$ cat src/hdl/iptfsm_map.vh
/*
 * Constants for the input port link training machine: state codes,
 * symbol class codes and the retune pattern count.
 * Assumes inclusion by bare name from design and bench files.
 */
`ifndef IPTFSM_MAP_VH
`define IPTFSM_MAP_VH

// ----------------------------------------------------------------------
// input machine state codes
// ----------------------------------------------------------------------
`define IPT_ST_RESET     3'h0
`define IPT_ST_WAIT_PTTN 3'h1
`define IPT_ST_WAIT_IDLE 3'h2
`define IPT_ST_OK        3'h3
`define IPT_ST_READY_MT  3'h4
`define IPT_ST_OK_MT     3'h5

// ----------------------------------------------------------------------
// received symbol classes (from the symbol decoder)
// ----------------------------------------------------------------------
`define IPT_SYM_NONE     3'h0
`define IPT_SYM_PTTN     3'h1
`define IPT_SYM_IDLE     3'h2
`define IPT_SYM_TRN_REQ  3'h3
`define IPT_SYM_PACKET   3'h4
`define IPT_SYM_OTHER    3'h5

// ----------------------------------------------------------------------
// training run length during retune
// ----------------------------------------------------------------------
`define IPT_PTTN_COUNT   9'h100

`endif

$ cat src/hdl/iptfsm_input_train.v
/*
 * Input port link training state machine for an 8- or 16-bit
 * source-synchronous receive port.
 * Assumes the symbol decoder and sampling circuit run on clk and give
 * one classified symbol per cycle with a strobe; startTrain comes from
 * the device's init logic. Output machine state arrives as ok/idle
 * flags on clk.
 */
// Overview of operation
// train on leaving reset and whenever reliable sampling is lost
// port ready only when input and output machines are both operational
// detect receive errors only in operational or operational-retune states
// stay in reset while the start-training condition is false
// start-training condition moves reset to await-calibration
// await-calibration holds until the sampling circuit reports calibrated
// calibrated plus training pattern: go await-idle, request output idles
// a 16-bit port may downgrade its output to 8-bit on pattern
// in await-idle only patterns, idles and training requests are legal traffic
// idle in await-idle enters operational, ready for packets
// tolerate extra idle or pattern sequence at end of alignment
// unexpected symbol or lost calibration in await-idle restarts training
// stay operational while calibrated and not drifting
// drift while operational enters retune path before calibration lost
// calibration lost in operational restarts training, then error recovery
// retune state accepts traffic, reports errors, adjusts on patterns
// leave retune after 256 patterns then idle while still calibrated
// calibration lost in retune restarts training, then error recovery
// training request then pattern in operational goes to await-idle
// partner sends one training request then 256 patterns, looping
// packets pass only when both machines are operational
// drift uses retune state only if option present, else stay operational
// sampling circuit gives calibrated, drifting, pattern-seen each cycle
`timescale 1ns/10ps
`include "iptfsm_map.vh"

module iptfsm_input_train #(
    parameter RETUNE_EN = 1,
    parameter WIDE_PORT = 1
) (
    input wire clk,
    input wire nrst,
    input wire startTrain,
    input wire sampCalibrated,
    input wire sampDrift,
    input wire sampPttnSeen,
    input wire symValid,
    input wire [2:0] symClass,
    input wire outPortOk,
    input wire outPortIdleState,
    input wire downgradeReq,
    output reg [2:0] inState_r,
    output reg sendIdleReq_r,
    output reg restartTrain_r,
    output reg retuneReq_r,
    output reg sampAdjust_r,
    output reg portOk_r,
    output reg rxErrEn_r,
    output reg pktAccept_r,
    output reg narrowOut_r,
    output reg errRecovery_r
);

    // ------------------------------------------------------------------
    // state and helpers
    // ------------------------------------------------------------------
    reg [2:0] state_nxt;
    reg [8:0] pttnCnt_r;
    reg [8:0] pttnCnt_nxt;
    reg trnReqSeen_r;
    reg trnReqSeen_nxt;
    reg recoverPend_r;
    reg recoverPend_nxt;

    wire isPttn = symValid && symClass == `IPT_SYM_PTTN;
    wire isIdle = symValid && symClass == `IPT_SYM_IDLE;
    wire isTrnReq = symValid && symClass == `IPT_SYM_TRN_REQ;
    wire isLegalTrn = isPttn || isIdle || isTrnReq;
    wire inOkStates = state_nxt == `IPT_ST_OK ||
                      state_nxt == `IPT_ST_OK_MT;

    // ------------------------------------------------------------------
    // next state
    // ------------------------------------------------------------------
    always @* begin
        state_nxt = inState_r;
        pttnCnt_nxt = pttnCnt_r;
        trnReqSeen_nxt = trnReqSeen_r;
        recoverPend_nxt = recoverPend_r;
        case (inState_r)
            `IPT_ST_RESET: begin
                if (startTrain) begin
                    state_nxt = `IPT_ST_WAIT_PTTN;
                end else begin
                    state_nxt = `IPT_ST_RESET;
                end
            end
            `IPT_ST_WAIT_PTTN: begin

                if (sampCalibrated && sampPttnSeen) begin
                    state_nxt = `IPT_ST_WAIT_IDLE;
                end
            end
            `IPT_ST_WAIT_IDLE: begin
                if (!sampCalibrated ||
                        (symValid && !isLegalTrn)) begin
                    state_nxt = `IPT_ST_WAIT_PTTN;
                end else if (isIdle) begin
                    state_nxt = `IPT_ST_OK;
                end
            end
            `IPT_ST_OK: begin
                if (!sampCalibrated) begin
                    state_nxt = `IPT_ST_WAIT_PTTN;
                    recoverPend_nxt = 1'b1;
                end else if (trnReqSeen_r && isPttn) begin
                    state_nxt = `IPT_ST_WAIT_IDLE;
                end else if (sampDrift && RETUNE_EN != 0) begin
                    state_nxt = `IPT_ST_READY_MT;
                end

                if (symValid) begin
                    trnReqSeen_nxt = isTrnReq;
                end
            end
            `IPT_ST_READY_MT: begin
                // ask the far end for a training run, then wait in retune
                pttnCnt_nxt = 9'h000;
                if (!sampCalibrated) begin
                    state_nxt = `IPT_ST_WAIT_PTTN;
                    recoverPend_nxt = 1'b1;
                end else begin
                    state_nxt = `IPT_ST_OK_MT;
                end
            end
            `IPT_ST_OK_MT: begin
                if (!sampCalibrated) begin
                    state_nxt = `IPT_ST_WAIT_PTTN;
                    recoverPend_nxt = 1'b1;
                end else if (isIdle && pttnCnt_r == `IPT_PTTN_COUNT) begin
                    state_nxt = `IPT_ST_OK;
                end else if (isPttn) begin
                    if (pttnCnt_r != `IPT_PTTN_COUNT) begin
                        pttnCnt_nxt = pttnCnt_r + 9'h001;
                    end
                end else if (symValid) begin
                    // broken run: count again from the next pattern
                    pttnCnt_nxt = 9'h000;
                end
            end
            default: begin
                state_nxt = `IPT_ST_RESET;
            end
        endcase
        if (state_nxt != `IPT_ST_OK) begin
            trnReqSeen_nxt = 1'b0;
        end
        // recovery fires once on re-entry to operational
        if (state_nxt == `IPT_ST_OK && inState_r != `IPT_ST_OK) begin
            recoverPend_nxt = 1'b0;
        end
    end

    // ------------------------------------------------------------------
    // registers
    // ------------------------------------------------------------------
    always @(posedge clk or negedge nrst) begin
        if (!nrst) begin
            inState_r <= `IPT_ST_RESET;
            pttnCnt_r <= 9'h000;
            trnReqSeen_r <= 1'b0;
            recoverPend_r <= 1'b0;
            sendIdleReq_r <= 1'b0;
            restartTrain_r <= 1'b0;
            retuneReq_r <= 1'b0;
            sampAdjust_r <= 1'b0;
            portOk_r <= 1'b0;
            rxErrEn_r <= 1'b0;
            pktAccept_r <= 1'b0;
            narrowOut_r <= 1'b0;
            errRecovery_r <= 1'b0;
        end else begin
            inState_r <= state_nxt;
            pttnCnt_r <= pttnCnt_nxt;
            trnReqSeen_r <= trnReqSeen_nxt;
            recoverPend_r <= recoverPend_nxt;
            sendIdleReq_r <= state_nxt == `IPT_ST_WAIT_IDLE;
            // one-cycle pulse telling the output machine to start over
            restartTrain_r <= state_nxt == `IPT_ST_WAIT_PTTN &&
                              inState_r != `IPT_ST_WAIT_PTTN &&
                              inState_r != `IPT_ST_RESET;
            retuneReq_r <= state_nxt == `IPT_ST_READY_MT;
            sampAdjust_r <= inState_r == `IPT_ST_OK_MT && isPttn;
            portOk_r <= inOkStates && outPortOk;
            rxErrEn_r <= inOkStates;
            pktAccept_r <= inOkStates && outPortOk;
            if (inState_r == `IPT_ST_WAIT_PTTN &&
                    state_nxt == `IPT_ST_WAIT_IDLE) begin
                narrowOut_r <= WIDE_PORT != 0 && downgradeReq;
            end
            errRecovery_r <= recoverPend_r &&
                             state_nxt == `IPT_ST_OK;
        end
    end

endmodule

$ cat config.mk
export PLATFORM = sky130hd
export DESIGN_NAME = iptfsm_input_train
export DESIGN_NICKNAME = d
export VERILOG_FILES = /design/src/hdl/iptfsm_input_train.v
export VERILOG_INCLUDE_DIRS = /design/src /design/src/hdl
export SDC_FILE = /design/constraint.sdc
export NUM_CORES = 1
export LEC_CHECK = 0
export ABC_CLOCK_PERIOD_IN_PS = 2300
export BUFFER_PORTS_ARGS = -buffer_cell sky130_fd_sc_hd__buf_2
export CAP_MARGIN = 20
export CORE_ASPECT_RATIO = 2
export CORE_UTILIZATION = 40
export DETAILED_ROUTE_END_ITERATION = 6
export GPL_TIMING_DRIVEN = 1
export HOLD_SLACK_MARGIN = 0.15
export PLACE_DENSITY = 0.65
export SLEW_MARGIN = 20
export SYNTH_ARGS = -nofsm -noshare
export SYNTH_HDL_FRONTEND = slang
export SYNTH_SLANG_ARGS = --single-unit
export TNS_END_PERCENT = 20
$ cat constraint.sdc
create_clock -name clk -period 2.3 [get_ports clk]
set_input_delay 0.69 -clock clk [delete_from_list [all_inputs] [get_ports clk]]
set_output_delay 0.69 -clock clk [all_outputs]
set_load 0.01 [all_outputs]
==> results.toml <==
[placed_design]
io_buffers = 23
hpwl_mm = 2.32
gp_congestion = 0.810
pre_cts_slack_ns = 0.241

[route]
vias = 1101
drtAntennaViolNets = 0
wl_mm = 2.96
routed_via_density = 6.05
drtIter0Drc = 29
drc_errors = 0
drt_first_pass_iters = 4
wl_per_cell_um = 16.3

[yosys]
synth_ff_type = "dfrtp_1"
netlist_area_um2 = 1260
async_reset_ff_share_pct = 100
synth_cell_type_count = 45
synth_edf_count = 0
synthCells = 127
yosysWarnings = 0
synth_area_per_cell_um2 = 9.94
synth_seq_cells = 22
ys_seq_area_share_pct = 43.6
syn_nets = 142

[sta]
slew_headroom_pct = 66.8
tns_ns = 0
finalHoldViolations = 0
setup_viol = 0
finalClockSkew_ns = 0.00442
worstMarginPinSlew_ns = 0.497
rsz0062_at_grt = "no"
drv_slew = 0
setup_slack_ns = 0.513
fmax_ghz = 0.559
finalCriticalPeriod_ns = 1.79
timing.final.crit_share_pct = 77.7

[outcome]
status = "finished, final reports clean"

[floorplan]
coreArea_um2 = 2980
dieArea_um2 = 3400
io_pins = 25
start_util_pct = 42.4
dieWidth_um = 41.7
fp.dieH_um = 81.5
num_rows = 28

[worst_setup_path]
critPathCaptureType = "flip-flop"
r2r-end = "recoverPend_r$_DFFE_PN0P_"
arrival_ns = 1.94
critical_path_class = "reg -> reg"
cp.required_ns = 2.45
startpoint_type = "flip-flop"
cp_max_fo = 13
r2r-start = "inState_r[0]$_DFF_PN0_"
worst-r2r-setup-slack_ns = 0.51
r2r_cells = 4

[min_path]
min_path_type = "in -> async"

[clock_network]
clock_latency_ns = 0.26
cts.path.max_buffers = 2
cts_resized = 0
cts_hold_buffers = 0
htreeDepth = 1
cts_made_buffers = 3
cts-root-buf = "clkbuf_8"
clkTransAtPathRegs_ns = 0.08
postCtsSetupBuffers = 0
cts_sinks = 22
cts_tree = "built"

[global_routing]
grt_use_total_pct = 19.4
grt.overflow.total = 0
grt_pass1_vias = 1143
grt_pass1_wl_mm = 5.08
antenna_found_initial = 0
grt_max_degree = 23

[final_layout]
syn2layout_area_growth_pct = 16.0
num-nets-final = 168
num_antenna_cells = 0
drive_gt1_share_pct = 26.3

[flow_run]
maxCapViolations = 0

[power_and_ir_drop]
ir_drop_mv = 0.478
leakagePower_nw = 0.686
cellPowerDensity_nw_per_um2 = 824
metal layers:
metal / global-route usage [%] / wire, um / vias to the layer above
met5: 0 / 0 / -
li1: - / - / 523
met2: 38.3 / 1720 / 35
met4: 11.3 / 117 / 0
met3: 1.98 / 76 / 13
met1: 18.8 / 1050 / 530
cell usage after synthesis (2+ instances only):
library cell  instances  share of area, %
a211oi_1              3               1.8
a21oi_1               5               2.0
a32o_1                2               1.6
and2b_2               2               1.4
and4bb_2              2               2.0
buf_6                 2               1.8
dfrtp_1              22                44
ha_1                  2               2.0
inv_1                10               3.0
nand2_1               7               2.1
nand2b_1              4               2.0
nand3_1               7               2.8
nand4_1               8               4.0
nor2_1               10               3.0
nor2b_1               2              0.99
nor4_1                3               1.5
o211ai_1              4               2.4
o21ai_0               2              0.79
o221a_2               2               1.8
xnor2_1               3               2.1
worst max-delay path, stage by stage, from the launching register on:
cell and delay [ns]:
dfrtp_1 0.60, inv_1 0.18, a311o_1 0.34, o221a_2 0.28, o31a_1 0.28
layout make-up:
cell class | instances | area, um^2
inverter | 10 | 37.5
sequential | 22 | 551
timing repair buffer | 24 | 123
clock inverter | 1 | 30.0
multi-input combinational | 92 | 644
clock buffer | 3 | 41.3
tap | 30 | 37.5
fill | 275 | 1510
stage by stage:
stage               util [%]  total power [mW]  std cells  hold slack, ns  cell area (um^2)
finish                  49.2              1.21        182           0.383              1460
global placement        46.8             0.851        178           0.490              1390
detailed placement      46.8             0.859        178           0.495              1390
floorplan                  -             0.752        127           0.394              1260
global route            49.2              1.28        182           0.429              1460
CTS                     49.2              1.22        182           0.403              1460
cell usage in the layout (no fill, tap or decap), drive strengths merged, types with 2 or more instances in the layout:
cell,Yosys,final
ha,2,2
xnor2,3,3
buf,3,24
inv,10,10
dfrtp,22,22
a211oi,3,3
nor4,3,3
and3,2,2
nor2,10,10
o211ai,4,4
o221a,2,2
nand2b,4,4
and2b,2,2
and4bb,2,2
a32o,2,2
clkbuf,0,3
nor2b,2,2
a21oi,5,5
nand4,8,8
o21ai,3,3
nand2,7,7
nand3,7,7
cells by family after synthesis:
group / Yosys count / synth area share (%)
adders and majority gates: 2 / 1.98
AOI/OAI and AO/OA: 30 / 18.2
xor gates and xnor gates: 4 / 2.78
DFF: 22 / 43.6
buffers and inverters: 13 / 5.35
muxes: 2 / 1.68
and+or+nand+nor: 54 / 26.4
power breakdown:
part / leakage [nW] / total (mW) / internal, mW / switching, mW
combinational: 0.352 / 0.350 / 0.150 / 0.200
clock: 0.0357 / 0.358 / 0.232 / 0.125
sequential: 0.298 / 0.500 / 0.439 / 0.0604
state kept, by name, indices dropped and copies added, names as in the netlist:
name,count
rxErrEn_r,1
restartTrain_r,1
pttnCnt_r,9
errRecovery_r,1
trnReqSeen_r,1
retuneReq_r,1
narrowOut_r,1
sampAdjust_r,1
recoverPend_r,1
inState_r,3
sendIdleReq_r,1
pktAccept_r,1
worst max-delay path by stage:
stage | from | depth (start not counted) | slack [ns] | endpoint
2_1_floorplan | symClass[2] | 4 | 0.47 | recoverPend_r$_DFFE_PN0P_
3_3_place_gp | symClass[2] | 5 | 0.25 | recoverPend_r$_DFFE_PN0P_
3_5_place_dp | symClass[2] | 5 | 0.24 | recoverPend_r$_DFFE_PN0P_
4_1_cts | pttnCnt_r[0]$_DFFE_PN0P_ | 6 | 0.52 | recoverPend_r$_DFFE_PN0P_
5_1_grt | inState_r[0]$_DFF_PN0_ | 4 | 0.39 | recoverPend_r$_DFFE_PN0P_
6_report | inState_r[0]$_DFF_PN0_ | 4 | 0.51 | recoverPend_r$_DFFE_PN0P_
Power figures use the tool's default switching activity.
